$ cat src/rtl/tx_port_regs.vh
// Contract
// in 10 or 100 Mbps MII mode the device drives a continuous transmit clock of 2.5 MHz or 25 MHz; at 100 Mbps it drives 5 MHz instead.
// in MII mode the MAC launches data and error on the device-sourced transmit clock.
// in GMII mode all eight data lanes are sampled on the MAC-sourced gigabit transmit clock.
// lanes 3..0 are used in every mode, sampled on the gigabit clock in GMII/RGMII, else on ours; the code also uses the gigabit clock in MII at 1000 Mbps.
// in GMII mode an asserted transmit error turns the sampled symbol into an invalid one.
// in MII mode an asserted error gives one invalid symbol, then halt symbols until it drops.
// in GMII and RGMII modes the MAC supplies a continuous 125 MHz gigabit transmit clock; the mac model supplies 1.25 MHz.
// mode and speed select the sampling clock and lane width; upper lanes are ignored outside GMII.
`ifndef TX_PORT_REGS_VH
`define TX_PORT_REGS_VH

// interface modes
`define MODE_MII        2'h0
`define MODE_GMII       2'h1
`define MODE_RGMII      2'h2

// link speeds
`define SPEED_10        2'h0
`define SPEED_100       2'h1
`define SPEED_1000      2'h2

// symbol kinds on the line side
`define SYM_DATA        2'h0
`define SYM_INVALID     2'h1
`define SYM_HALT        2'h2

// timing
`define REF_CLK_HZ      10000000
`define TXCLK_10M_HZ    2500000
`define TXCLK_100M_HZ   25000000
`define HALF_CYC(f)     ((`REF_CLK_HZ / (2 * (f))) < 1 ? 1 : (`REF_CLK_HZ / (2 * (f))))
`define TXCLK_10M_HALF  `HALF_CYC(`TXCLK_10M_HZ)
`define TXCLK_100M_HALF `HALF_CYC(`TXCLK_100M_HZ)

`endif

$ cat src/rtl/phy_mac_transmit_port.v
`timescale 1ns/1ps
`include "tx_port_regs.vh"

module phy_mac_transmit_port #(
    parameter HALF_10M  = `TXCLK_10M_HALF,
    parameter HALF_100M = `TXCLK_100M_HALF
) (
    input  wire       ref_clk,
    input  wire       rst,
    input  wire [1:0] mode,
    input  wire [1:0] speed,
    input  wire       gtx_clk,
    input  wire [7:0] tx_data,
    input  wire       tx_err,
    output reg        tx_clk_r,
    output reg  [7:0] sym_data_r,
    output reg  [1:0] sym_kind_r,
    output reg        sym_valid_r
);

    // ------------------------------------------------------------
    // local constants
    // ------------------------------------------------------------
    localparam LANES = 8;

    // one-hot states of the nibble error sequence
    localparam ERR_IDLE    = 3'b001;
    localparam ERR_INVALID = 3'b010;
    localparam ERR_HALT    = 3'b100;

    // ------------------------------------------------------------
    // mode decoding
    // ------------------------------------------------------------
    // true while the device sources the nibble clock itself
    function is_mii;
        input [1:0] m;
        input [1:0] s;
        begin
            is_mii = (m == `MODE_MII) && (s != `SPEED_1000);
        end
    endfunction

    // lanes that carry data; the upper nibble only counts in gmii
    function [7:0] lane_mask;
        input [1:0] m;
        begin
            if (m == `MODE_GMII) begin
                lane_mask = 8'hFF;
            end else begin
                lane_mask = 8'h0F;
            end
        end
    endfunction

    // ------------------------------------------------------------
    // pin synchronisers
    // ------------------------------------------------------------
    // every lane gets its own two-stage chain; the lanes are only
    // coherent because the mac holds them a full clock period
    reg  [1:0]       gtx_sync_r;
    reg              gtx_prev_r;
    reg              err_meta_r;
    reg              err_sync_r;
    wire [LANES-1:0] data_sync;

    always @(posedge ref_clk) begin
        if (rst) begin
            gtx_sync_r <= 2'h0;
            gtx_prev_r <= 1'b0;
            err_meta_r <= 1'b0;
            err_sync_r <= 1'b0;
        end else begin
            gtx_sync_r <= {gtx_sync_r[0], gtx_clk};
            gtx_prev_r <= gtx_sync_r[1];
            err_meta_r <= tx_err;
            err_sync_r <= err_meta_r;
        end
    end

    genvar lane;
    generate
        for (lane = 0; lane < LANES; lane = lane + 1) begin : g_lane_sync
            reg meta_r;
            reg sync_r;

            always @(posedge ref_clk) begin
                if (rst) begin
                    meta_r <= 1'b0;
                    sync_r <= 1'b0;
                end else begin
                    meta_r <= tx_data[lane];
                    sync_r <= meta_r;
                end
            end

            assign data_sync[lane] = sync_r;
        end
    endgenerate

    // ------------------------------------------------------------
    // transmit clock source for 10/100 mii
    // ------------------------------------------------------------
    // a 25 MHz clock cannot be derived from a 10 MHz reference; the
    // half period then saturates at one cycle and the clock runs slow
    reg  [15:0] div_cnt_r;
    reg  [15:0] half_cyc;
    wire        mii_mode = is_mii(mode, speed);
    wire        div_wrap = (div_cnt_r + 16'h0001) >= half_cyc;

    always @* begin
        if (speed == `SPEED_10) begin
            half_cyc = HALF_10M[15:0];
        end else begin
            half_cyc = HALF_100M[15:0];
        end
    end

    // the clock is parked low outside mii so that the mac sees no
    // stray rising edge when the mode changes
    always @(posedge ref_clk) begin
        if (rst) begin
            div_cnt_r <= 16'h0000;
            tx_clk_r  <= 1'b0;
        end else if (!mii_mode) begin
            div_cnt_r <= 16'h0000;
            tx_clk_r  <= 1'b0;
        end else if (div_wrap) begin
            div_cnt_r <= 16'h0000;
            tx_clk_r  <= ~tx_clk_r;
        end else begin
            div_cnt_r <= div_cnt_r + 16'h0001;
        end
    end

    // ------------------------------------------------------------
    // sample points
    // ------------------------------------------------------------
    // the mac launches on our rising edge, so we take the lanes on the
    // falling edge, half a period later, to keep clear of its launch
    wire mii_take = mii_mode && tx_clk_r && div_wrap;
    wire gtx_take = !mii_mode && gtx_sync_r[1] && !gtx_prev_r;
    wire gmii     = (mode == `MODE_GMII);

    // ------------------------------------------------------------
    // nibble error sequence
    // ------------------------------------------------------------
    // one invalid symbol, then halt for as long as the error stays up;
    // the sequence starts over once the error has dropped
    reg  [2:0] err_state_r;
    reg  [2:0] err_state_nxt;
    reg  [1:0] err_kind;

    always @* begin
        err_state_nxt = err_state_r;
        err_kind      = `SYM_DATA;
        if (!mii_mode) begin
            err_state_nxt = ERR_IDLE;
        end else if (mii_take) begin
            case (err_state_r)
                ERR_IDLE: begin
                    if (err_sync_r) begin
                        err_state_nxt = ERR_INVALID;
                        err_kind      = `SYM_INVALID;
                    end
                end
                ERR_INVALID: begin
                    if (err_sync_r) begin
                        err_state_nxt = ERR_HALT;
                        err_kind      = `SYM_HALT;
                    end else begin
                        err_state_nxt = ERR_IDLE;
                    end
                end
                ERR_HALT: begin
                    if (err_sync_r) begin
                        err_state_nxt = ERR_HALT;
                        err_kind      = `SYM_HALT;
                    end else begin
                        err_state_nxt = ERR_IDLE;
                    end
                end
                default: begin
                    err_state_nxt = ERR_IDLE;
                end
            endcase
        end
    end

    // ------------------------------------------------------------
    // symbol output
    // ------------------------------------------------------------
    // rgmii is taken as a single-edge nibble here; its error pin is
    // not acted on; gmii turns an error into invalid symbols, 10/100 mii into one invalid then halt symbols
    always @(posedge ref_clk) begin
        if (rst) begin
            sym_data_r  <= 8'h00;
            sym_kind_r  <= `SYM_DATA;
            sym_valid_r <= 1'b0;
            err_state_r <= ERR_IDLE;
        end else begin
            sym_valid_r <= mii_take | gtx_take;
            err_state_r <= err_state_nxt;
            if (gtx_take) begin
                sym_data_r <= data_sync & lane_mask(mode);
                if (gmii && err_sync_r) begin
                    sym_kind_r <= `SYM_INVALID;
                end else begin
                    sym_kind_r <= `SYM_DATA;
                end
            end else if (mii_take) begin
                sym_data_r <= data_sync & lane_mask(`MODE_MII);
                sym_kind_r <= err_kind;
            end
        end
    end

endmodule // phy_mac_transmit_port

$ cat config.mk
export PLATFORM = sky130hd
export DESIGN_NAME = phy_mac_transmit_port
export DESIGN_NICKNAME = d
export VERILOG_FILES = /design/src/rtl/phy_mac_transmit_port.v
export VERILOG_INCLUDE_DIRS = /design/src /design/src/rtl
export SDC_FILE = /design/constraint.sdc
export NUM_CORES = 1
export LEC_CHECK = 0
export ABC_AREA = 1
export BUFFER_PORTS_ARGS = -buffer_cell sky130_fd_sc_hd__buf_2
export CORE_MARGIN = 2
export CORE_UTILIZATION = 38
export CTS_CLUSTER_SIZE = 25
export DETAILED_ROUTE_END_ITERATION = 10
export PLACE_DENSITY = 0.63
export SYNTH_ARGS = -nofsm -noshare
export SYNTH_HDL_FRONTEND = slang
export SYNTH_SLANG_ARGS = --single-unit
$ cat constraint.sdc
create_clock -name ref_clk -period 5.8 [get_ports ref_clk]
set_clock_uncertainty 0.05 [all_clocks]
set_input_delay 0.87 -clock ref_clk [delete_from_list [all_inputs] [get_ports ref_clk]]
set_output_delay 0.87 -clock ref_clk [all_outputs]
set_load 0.01 [all_outputs]
# Yosys cells after proc, flatten, opt, wreduce, memory -nomap -nowiden
# Index checks and enable logic that the tools add are counted.
# word_totals
inputBits,16
ff_bits,52
# op_classes
n_reduce_logical,15
mux,16
n_addsub,1
eq_ne,6
bitwise_logic,4
order_cmp,1
# ops
op,count
$mux W8,5
$add A16 B1 Y16 const B,1
$ge A16 B16 Y1,1
$mux W2,5
$and A8 B8 Y8,1
$logic_and A1 B1 Y1,6
$mux W3,2
$pmux W3 S2,1
$logic_not A2 Y1,2
$ne A2 B2 Y1 const B,2
$pmux W2 S2,1
$reduce_or A2 Y1,2
$eq A3 B1 Y1 const B,1
$eq A3 B2 Y1 const B,1
$eq A3 B3 Y1 const B,1
$reduce_or A3 Y1,1
$eq A2 B1 Y1 const B,1
$logic_not A1 Y1,2
$mux W1,2
$not A1 Y1,2
$reduce_and A2 Y1,1
$reduce_bool A2 Y1,1
$or A1 B1 Y1,1

# Longest topological paths before layout
# Gate-level depths: netlist (run 1).
# depth
word_depth,9
ltp_mapped,14
ltp_nobuf,14

# Worst setup path after synthesis (run 1)
# No wires, ideal clock.
# synth_path
kind,input port to flip-flop
startpoint,input speed[1]
endpoint,register sym_data_r[4]
stages,13
n_path_buf,1
setup_slack_ps,3258
arrival_time_ps,2424
setup_ps,69
required_time_ps,5681
cell_sequence,or2_2 > ha_1 > a21boi_0 > nor2_1 > nand2_1 > nor2_1 > nand3_1 > nor2_2 > nand2_2 > nand2_4 > buf_8 > nand3_2 > a21oi_2
# synth_via
elab_chain_len,6
elab_cells_between_ends,12
cone_classes,order compare (1); eq/ne (1); mux (2); reduce/logical (8)
# synth_lines
element,line,rtl
from (decl),phy_mac_transmit_port.v:11,"input wire [1:0] speed,"
"parallel branches: the longest is 6 deep, another holds $ge A16 B16 Y1",-,
to (signal assigned),phy_mac_transmit_port.v:204,sym_data_r <= data_sync & lane_mask(mode);
to (signal assigned),phy_mac_transmit_port.v:211,sym_data_r <= data_sync & lane_mask(`MODE_MII);
to (decl),phy_mac_transmit_port.v:16,"output reg [7:0] sym_data_r,"
# Parallel ways; which one is timed is not known.
# A chain may end at the register's enable or synchronous reset.

# Final worst setup path (run 1)
# layout_path
startpoint,input speed[1]
endpoint,register sym_data_r[0]
# The elaborated chain is that of the path after synthesis.

==> impl_metrics.json, run 1 <==
{
  "status": "finished clean",
  "viasPerCell": 4.19,
  "coreArea_um2": 5470,
  "synth_top_area_share_pct": 48.7,
  "crit_path_end_kind": "flip-flop",
  "pwr-share-clk_pct": 34.8,
  "crit_family": "simple AND/OR/NAND/NOR gates",
  "fin_crit_ns": 2.56,
  "arrival_ns": 2.72,
  "avgSynthCellArea_um2": 7.58,
  "vias": 1662,
  "grt_pass1_vias": 1480,
  "clk_path_buf_depth": 2,
  "cp_data_required_time_ns": 5.96,
  "whs_path_depth": 2,
  "startpoint_type": "input pin",
  "yosysMostFrequentCell": "nand2_1",
  "report.final.setup_viol": 0,
  "cap_viol_max_count": 0,
  "seq_power_share_pct": 59.4,
  "cts_buffers": 5,
  "synth-seq-cells": 52,
  "power.density_nw_per_um2": 257,
  "worst_r2r_startpoint": "div_cnt_r[0]$_SDFF_PP0_",
  "crit_top_cell": "nand2_1",
  "cts_hold_buf": 0,
  "synth_area_leader_cell": "dfxtp_1",
  "start_util_pct": 39.0,
  "synth.area.top_cells": "dfxtp_1, nand2_1, inv_1, nor2_1, nand3_1",
  "min_to": "g_lane_sync[1].sync_r$_SDFF_PP0_",
  "die_area_um2": 6240,
  "fmax_ghz": 0.391,
  "drt-pass1-iter-count": 5,
  "io_buffers": 27,
  "regArea_um2": 1040,
  "worst_pin_slew_ns": 0.557,
  "ant_nets": 0,
  "min_from": "g_lane_sync[1].meta_r$_SDFF_PP0_",
  "cp_cell_sequence": "buf_2, or2_2, ha_1, a21boi_0, nor2_1, nand2_1, nor2_1, nand3_1, nor2_2, nand2_2, nand2_4, nand2_1, nand3_1, nand2_1",
  "syn_to_final_growth_pct": 15.8,
  "ys_seq_area_share_pct": 48.7,
  "die_width_um": 79.0,
  "internal_power_w": 0.000475,
  "crit_slowest_cell": "or2_2",
  "grtUsageTotal_pct": 13.1,
  "combinationalPowerShare_pct": 5.8,
  "synthCells": 282,
  "relSlewSlack_pct": 62.9,
  "globalplace.congestion": 0.775,
  "drt_wl_total_mm": 3.63,
  "synth_area_um2": 2140,
  "synth.distinct_cells": 28,
  "slew_violations": 0,
  "crit_type": "in2reg",
  "total_power_w": 0.000635,
  "cp_num_buf_inv": 1,
  "post_cts_resized": 0,
  "finalHoldViolCount": 0,
  "ys.flop_type": "dfxtp_1",
  "die_h_um": 79.0,
  "h-tree-depth": 2,
  "antennaDiodeCount": 0,
  "ctsRootBufferMaster": "clkbuf_8",
  "grt_setup_unrepaired": "no",
  "antenna_found_initial": 0,
  "tns_ns": 0,
  "cts.clk_slew.worst_paths_ns": 0.11,
  "rows": 27,
  "drive_gt1_share_pct": 17.8,
  "path_max_fanout": 13,
  "grt_overflow": 0,
  "grt_pass1_wl_mm": 6.46,
  "grt_start_max_net_pins": 30,
  "ios": 28,
  "p_leak_nw": 1.22,
  "avgRoutedWirePerCell_um": 9.14,
  "r2r_cells": 13,
  "synth-edff-count": 0,
  "fin_nets": 343,
  "sw_frac_of_total_pct": 25.2,
  "placed_cells": 389,
  "yosysWarnings": 0,
  "rrSetupSlack_ns": 3.45,
  "p_sw_w": 0.000160,
  "yosys-top-cells-count": "nand2_1, dfxtp_1, inv_1",
  "ir_worst_vdd_uv": 158,
  "clock_latency_ns": 0.31,
  "hold_class": "reg2reg",
  "cts_setup_buffers": 0,
  "postSynth.asyncResetShare_pct": 0,
  "fillers": 590,
  "clock-sinks": 52,
  "cts_tree": "yes",
  "r2r-end": "sym_data_r[0]$_SDFFE_PP0P_",
  "fin_cells": 397,
  "post-dp-hpwl_mm": 2.70,
  "drc": 0,
  "multi_input_area_um2": 920,
  "min_period_over_period_pct": 44.1,
  "first_iter_violations": 66,
  "max_stage_delay_ns": 0.30
}
## per-layer routing
layer	global-route usage (%)	wire, um	part of all wire, %
met5	0	0	0
met4	5.17	38	1.0
met3	3.98	141	3.9
met2	21.1	1590	44
met1	16.5	1860	51
## worst max path at each step
| stage | from | endpoint | slack, ns | cells after the start |
|---|---|---|---|---|
| final | speed[1] | sym_data_r[0]$_SDFFE_PP0P_ | 3.24 | 14 |
| after global routing | speed[1] | sym_data_r[1]$_SDFFE_PP0P_ | 3.01 | 14 |
| after CTS | speed[1] | sym_data_r[0]$_SDFFE_PP0P_ | 3.24 | 14 |
| after detailed placement | speed[1] | sym_data_r[0]$_SDFFE_PP0P_ | 2.91 | 14 |
| after global placement | speed[1] | sym_kind_r[0]$_SDFFE_PP0P_ | 2.95 | 14 |
| after floorplan | speed[1] | sym_data_r[4]$_SDFFE_PP0P_ | 3.26 | 13 |
## cell families (layout without fill, tap and decap cells)
family | Yosys count | count (layout) | synth area share [%]
AND/OR/NAND/NOR | 152 | 152 | 33.1
buffers and inverters | 56 | 86 | 10.5
flip-flops | 52 | 52 | 48.7
AO/OA/AOI/OAI | 16 | 16 | 4.92
adder cells (fa/ha/maj) | 3 | 3 | 1.76
XOR/XNOR | 2 | 2 | 0.820
other | 1 | 14 | 0.175
## state kept, by name, indices dropped and copies added (netlist names)
signal / cells
div_cnt_r: 16
g_lane_sync.meta_r: 8
g_lane_sync.sync_r: 8
sym_data_r: 8
err_state_r: 3
gtx_sync_r: 2
sym_kind_r: 2
err_meta_r: 1
err_sync_r: 1
gtx_prev_r: 1
sym_valid_r: 1
tx_clk_r: 1
## power by group through the flow
stage	registers, W	logic [W]	clock network, W
floorplan	0.000384	0.0000271	0
global placement	0.000385	0.0000364	0
detailed placement	0.000385	0.0000371	0
CTS	0.000377	0.0000372	0.000229
global route	0.000379	0.0000440	0.000247
finish	0.000377	0.0000371	0.000221
## cells in the final DEF, fill, tap and decap left out
cell type,Yosys,routed
or2_2,1,1
nand2_1,58,58
inv_1,48,48
nand2_4,1,1
nand2_2,4,4
nor2_1,41,41
nand3_1,24,24
clkbuf_8,0,5
inv_6,0,2
buf_2,0,27
nor2_2,4,4
nand4_1,9,9
a21boi_0,1,1
nand3_2,4,4
o21ai_0,2,2
clkinv_1,1,1
xnor2_1,1,1
nor3_1,2,2
a21oi_1,6,6
dfxtp_1,52,52
inv_2,2,2
o21bai_1,3,3
ha_1,3,3
inv_8,0,1
conb_1,1,14
xor2_1,1,1
a21oi_2,4,4
nor2_4,3,3
nand3b_1,1,1
## worst register-to-register path, cell delays in order, from the launching register on
cell	delay, ns
dfxtp_1	0.43
ha_1	0.29
ha_1	0.30
a21boi_0	0.12
nor2_1	0.10
nand2_1	0.05
nor2_1	0.08
nand3_1	0.08
nor2_2	0.14
nand2_2	0.11
nand2_4	0.17
nand2_1	0.16
nand3_1	0.11
nand2_1	0.05
## cell type report
cell class / count / area share [%]
multi-input combinational: 187 / 37.2
timing repair buffer: 27 / 5.46
sequential: 52 / 42.1
clock inverter: 3 / 1.16
inverter: 51 / 7.74
tap: 72 / 3.64
clock buffer: 5 / 2.78
## per-stage QoR
step | instance area (um^2) | hold slack [ns] | util [%] | setup WS, ns
final | 2470 | 0.358 | 45.2 | 3.24
after global routing | 2470 | 0.375 | 45.2 | 3.01
after CTS | 2470 | 0.358 | 45.2 | 3.24
after detailed placement | 2380 | 0.342 | 43.4 | 2.91
after global placement | 2380 | 0.339 | 43.4 | 2.95
after floorplan | 2190 | 0.338 | - | 3.26
No activity file was read; power rests on OpenSTA's default activity.
==> run 2: changes to the inputs <==
==> constraint.sdc (replaced) <==
create_clock -name ref_clk -period 2.4 [get_ports ref_clk]
set_clock_uncertainty 0.05 [all_clocks]
set_input_delay 0.36 -clock ref_clk [delete_from_list [all_inputs] [get_ports ref_clk]]
set_output_delay 0.36 -clock ref_clk [all_outputs]
set_load 0.01 [all_outputs]
==> run 2 against run 1 <==
Effect of this change:
- global-route usage shrank 0.64 points
- non-clock buffer count grew 5
- wire length grew 0.11%
- worst setup slack lost 3.0 ns
- sequential share of layout area shrank 0.61 points
- cell area grew 1.5%
- via count grew 2.3%
- die area is the same
- highest routed layer unchanged
- critical endpoint is now sym_data_r[7]$_SDFFE_PP0P_
- count of clock-buffer cells in the layout is the same
- largest cell class unchanged
- sequential cell count is the same
==> impl_metrics.json, run 2 (same netlist as run 1, synthesis figures left out) <==
{
  "status": "finished clean",
  "r2r-end": "sym_data_r[7]$_SDFFE_PP0P_",
  "io_buffers": 27,
  "largest_reg_flops": 16,
  "clock_latency_ns": 0.30,
  "grt_pass1_vias": 1466,
  "crit_path_end_kind": "flip-flop",
  "grt_start_max_net_pins": 30,
  "p_leak_nw": 1.23,
  "viasPerCell": 4.23,
  "most-common-layout-cells": "nand2_1, dfxtp_1, inv_1",
  "grt_overflow": 0,
  "report.final.setup_viol": 0,
  "ant_nets": 0,
  "finalHoldViolCount": 0,
  "clk_path_buf_depth": 2,
  "startpoint_type": "flip-flop",
  "coreArea_um2": 5470,
  "power.density_nw_per_um2": 601,
  "die_h_um": 79.0,
  "cts.clk_slew.worst_paths_ns": 0.10,
  "fin_cells": 402,
  "globalplace.congestion": 0.774,
  "min_to": "g_lane_sync[6].meta_r$_SDFF_PP0_",
  "tns_ns": 0,
  "drive_gt1_share_pct": 19.4,
  "h-tree-depth": 2,
  "die_area_um2": 6240,
  "first_iter_violations": 53,
  "ios": 28,
  "ir_worst_vdd_uv": 368,
  "cp_data_required_time_ns": 2.59,
  "relSlewSlack_pct": 63.0,
  "rows": 27,
  "fin_ws_ns": 0.220,
  "cts_tree": "yes",
  "placed_cells": 391,
  "arrival_ns": 2.37,
  "avgRoutedWirePerCell_um": 9.03,
  "worst_r2r_startpoint": "div_cnt_r[1]$_SDFF_PP0_",
  "syn_to_final_growth_pct": 17.5,
  "min_period_over_period_pct": 90.8,
  "grtUsageTotal_pct": 12.5,
  "post-route-util_pct": 45.9,
  "worst_pin_slew_ns": 0.554,
  "cap_viol_max_count": 0,
  "grt_pass1_wl_mm": 6.24,
  "post-dp-hpwl_mm": 2.66,
  "min_from": "tx_data[6]",
  "drt-pass1-iter-count": 4,
  "cts_buffers": 5,
  "wl_met3_um": 120,
  "drt_wl_total_mm": 3.63,
  "final_common_cell": "nand2_1",
  "top_layer": "met4",
  "whs_path_depth": 3,
  "largest_register": "div_cnt_r",
  "fmax_ghz": 0.459,
  "fillers": 575,
  "rrSetupSlack_ns": 0.22,
  "slew_violations": 0,
  "fin_crit_ns": 2.18,
  "die_width_um": 79.0,
  "antennaDiodeCount": 0,
  "total_power_w": 0.00151,
  "wl_met2_mm": 1.63,
  "clock-sinks": 52,
  "wl_met1_mm": 1.82,
  "antenna_found_initial": 0,
  "vias": 1700,
  "grt_setup_unrepaired": "no",
  "crit_type": "reg2reg",
  "dpl_worst_slack_ns": 0.0278,
  "drc": 0,
  "start_util_pct": 39.0,
  "path_max_fanout": 6,
  "fin_nets": 348,
  "ctsRootBufferMaster": "clkbuf_8",
  "hold_class": "in2reg",
  "r2r_cells": 13
}
[run 2: changes by cell type in the layout (fill, tap and decap cells not counted), sizes merged]
cell      before  now
buf           27   32
clkinvlp       0    1
inv           53   52
[run 2: layout make-up]
cell class	instances	area, um^2	area share (%)
clock buffer	5	68.8	2.74
inverter	51	191	7.62
clock inverter	3	25.0	0.997
timing repair buffer	32	173	6.88
multi-input combinational	187	922	36.7
tap	72	90.1	3.59
sequential	52	1040	41.5
[run 2: worst max path at each step]
| stage | cells after the start | slack (ns) | start | end |
|---|---|---|---|---|
| floorplan | 13 | 0.37 | speed[1] | sym_data_r[4]$_SDFFE_PP0P_ |
| global placement | 14 | 0.1 | speed[1] | sym_data_r[3]$_SDFFE_PP0P_ |
| detailed placement | 14 | 0.03 | speed[1] | sym_kind_r[0]$_SDFFE_PP0P_ |
| CTS | 13 | 0.13 | div_cnt_r[0]$_SDFF_PP0_ | sym_kind_r[0]$_SDFFE_PP0P_ |
| global route | 13 | 0.03 | div_cnt_r[1]$_SDFF_PP0_ | sym_data_r[0]$_SDFFE_PP0P_ |
| finish | 13 | 0.22 | div_cnt_r[1]$_SDFF_PP0_ | sym_data_r[7]$_SDFFE_PP0P_ |
[run 2: layer usage]
metal	GRT usage, %	vias up
met5	0	-
met4	5.17	0
met3	3.07	7
met2	19.6	27
met1	16.5	725
li1	-	941
[run 2: power breakdown]
part / switching (W) / internal, W
clock network: 0.000292 / 0.000213
logic: 0.0000571 / 0.0000348
registers: 0.0000174 / 0.000893
[run 2: worst max-delay path: stages (launching register included)]
cell and delay, ns:
dfxtp_1 0.34, ha_1 0.31, ha_1 0.30, a21boi_0 0.12
nor2_1 0.10, nand2_1 0.06, nor2_1 0.08, nand3_1 0.08
nor2_2 0.14, nand2_2 0.11, nand2_4 0.10, buf_4 0.14
nand3_2 0.06, a21oi_2 0.12
[run 2: per-stage QoR]
stage               hold slack [ns]  cell area, um^2
finish                        0.195             2510
global route                  0.184             2510
CTS                           0.185             2490
detailed placement            0.345             2390
global placement              0.339             2390
floorplan                     0.338             2190
[run 2: timing repair]
action	CTS	global route
gates resized for setup	0	1
setup endpoints to repair	0	5
hold buffers	0	0
buffers inserted	0	3
==> run 3: changes to the inputs <==
--- a/config.mk
+++ b/config.mk
@@ -7,7 +7,7 @@
 export NUM_CORES = 1
 export LEC_CHECK = 0
 export ABC_AREA = 1
-export BUFFER_PORTS_ARGS = -buffer_cell sky130_fd_sc_hd__buf_2
+export BUFFER_PORTS_ARGS = -buffer_cell sky130_fd_sc_hd__clkbuf_2
 export CORE_MARGIN = 2
 export CORE_UTILIZATION = 38
 export CTS_CLUSTER_SIZE = 25
==> constraint.sdc (replaced) <==
create_clock -name ref_clk -period 2.4 [get_ports ref_clk]
set_clock_uncertainty 0.05 [all_clocks]
set_input_delay 0.24 -clock ref_clk [delete_from_list [all_inputs] [get_ports ref_clk]]
set_output_delay 0.24 -clock ref_clk [all_outputs]
set_load 0.01 [all_outputs]
==> run 3 against run 2 <==
Effect of this change:
- register-to-register slack about the same
- utilization increased by 0.32 points
- worst setup slack improved by 0.0045 ns
- hold slack got worse by 0.13 ns
- global-route usage is 0.15 points higher
- non-clock buffer count grew 1
- first-iteration DRC count grew 13%
- largest cell class unchanged
==> impl_metrics.json, run 3 (same netlist as run 1, synthesis figures left out) <==
{
  "status": "finished clean",
  "cts_buffers": 5,
  "crit_path_end_kind": "flip-flop",
  "drt-pass1-iter-count": 4,
  "final_common_cell": "nand2_1",
  "slew_violations": 0,
  "cts_tree": "yes",
  "ios": 28,
  "seq_power_share_pct": 61.3,
  "tns_ns": 0,
  "max_stage_delay_ns": 0.36,
  "die_area_um2": 6240,
  "drt_wl_total_mm": 3.72,
  "clock_latency_ns": 0.30,
  "grt_pass1_wl_mm": 6.16,
  "cts.clk_slew.worst_paths_ns": 0.10,
  "hold_class": "in2reg",
  "rows": 27,
  "clock-sinks": 52,
  "cp_num_buf_inv": 1,
  "fin_nets": 349,
  "power.density_nw_per_um2": 588,
  "viasPerCell": 4.19,
  "syn_to_final_growth_pct": 18.3,
  "h-tree-depth": 2,
  "crit_type": "reg2reg",
  "finalHoldViolCount": 0,
  "dpl_worst_slack_ns": 0.0945,
  "combinationalPowerShare_pct": 6.3,
  "ctsRootBufferMaster": "clkbuf_8",
  "grtUsageTotal_pct": 12.6,
  "avgRoutedWirePerCell_um": 9.24,
  "p_leak_nw": 1.24,
  "sw_frac_of_total_pct": 23.5,
  "die_h_um": 79.0,
  "clk_path_buf_depth": 2,
  "first_iter_violations": 60,
  "post-route-util_pct": 46.2,
  "fin_ws_ns": 0.225,
  "coreArea_um2": 5470,
  "p_sw_w": 0.000349,
  "path_max_fanout": 10,
  "fmax_ghz": 0.460,
  "die_width_um": 79.0,
  "largest_reg_flops": 16,
  "antenna_found_initial": 0,
  "min_period_over_period_pct": 90.6,
  "cp_data_required_time_ns": 2.59,
  "grt_overflow": 0,
  "grt_setup_unrepaired": "no",
  "regArea_um2": 1040,
  "fillers": 565,
  "pwr-share-clk_pct": 32.4,
  "most-common-layout-cells": "nand2_1, dfxtp_1, inv_1",
  "globalplace.congestion": 0.757,
  "largest_register": "div_cnt_r",
  "antennaDiodeCount": 0,
  "vias": 1689,
  "fin_crit_ns": 2.18,
  "report.final.setup_viol": 0,
  "internal_power_w": 0.00114,
  "startpoint_type": "flip-flop",
  "grt_pass1_vias": 1439,
  "drc": 0,
  "post-dp-hpwl_mm": 2.73,
  "multi_input_area_um2": 936,
  "crit_family": "simple AND/OR/NAND/NOR gates",
  "ir_worst_vdd_uv": 428,
  "io_buffers": 27,
  "cts_hold_buf": 0,
  "cp_cell_sequence": "ha_1, ha_1, a21boi_0, nor2_1, nand2_1, nor2_1, nand3_1, nor2_2, nand2_4, nand2_8, buf_4, nand3_2, a21oi_2",
  "ant_nets": 0,
  "cap_viol_max_count": 0,
  "grt_start_max_net_pins": 20,
  "arrival_ns": 2.37,
  "start_util_pct": 39.0,
  "drive_gt1_share_pct": 19.6,
  "crit_slowest_cell": "dfxtp_2"
}
run 3: cell types whose count changed in the layout (fill, tap and decap cells not counted):
cell | before | now
dfxtp_1 | 52 | 51
buf_4 | 5 | 6
nand2_2 | 5 | 4
clkbuf_1 | 0 | 1
buf_2 | 27 | 0
nand2_8 | 0 | 1
dfxtp_2 | 0 | 1
clkbuf_2 | 0 | 27
clkinv_4 | 0 | 1
inv_6 | 2 | 0
run 3: final timing paths:
check	start	endpoint	slack, ns	cells past startpoint
worst min register to register	gtx_sync_r[0]$_SDFF_PP0_	gtx_sync_r[1]$_SDFF_PP0_	0.35	2
worst max-delay path	div_cnt_r[0]$_SDFF_PP0_	sym_data_r[6]$_SDFFE_PP0P_	0.22	13
worst max register to register	div_cnt_r[0]$_SDFF_PP0_	sym_data_r[6]$_SDFFE_PP0P_	0.22	13
worst min-delay path	tx_data[3]	g_lane_sync[3].meta_r$_SDFF_PP0_	0.06	3
run 3: cell type report:
type                            instances  area share (%)
Sequential cell                        52            41.2
Multi-Input combinational cell        187            37.0
Timing Repair Buffer                   33            7.13
Tap cell                               72            3.56
Clock buffer                            6            2.87
Clock inverter                          2           0.643
Inverter                               51            7.57
run 3: timing repair:
item	in CTS	in global routing
resized for setup	0	4
buffers inserted	0	5
endpoints found under the setup margin	0	7
run 3: per-stage QoR:
step           cell area [um^2]  hold WS, ns  std cells  total power (W)
6_report                   2530       0.0635        403          0.00149
2_1_floorplan              2190        0.297        295         0.000993
4_1_cts                    2470       0.0489        398          0.00151
5_1_grt                    2530       0.0533        403          0.00156
3_5_place_dp               2380        0.343        390          0.00102
3_3_place_gp               2380        0.339        390          0.00102
run 3: metal layers:
layer	track usage (%)	share of wire, %	vias up
met3	3.64	4.0	5
met1	16.0	49	708
met5	0	0	-
li1	-	-	945
met4	5.69	1.2	0
met2	20.0	46	31
run 3: power by group through the flow:
stage / logic, W / clock network, W / registers, W
finish: 0.0000938 / 0.000482 / 0.000911
global route: 0.000110 / 0.000540 / 0.000915
CTS: 0.0000919 / 0.000504 / 0.000911
detailed placement: 0.0000915 / 0 / 0.000931
global placement: 0.0000895 / 0 / 0.000931
floorplan: 0.0000654 / 0 / 0.000928
run 3: worst min-delay path, stage by stage:
cell and delay [ns]:
clkbuf_2 0.08, inv_1 0.04, nor2_1 0.03
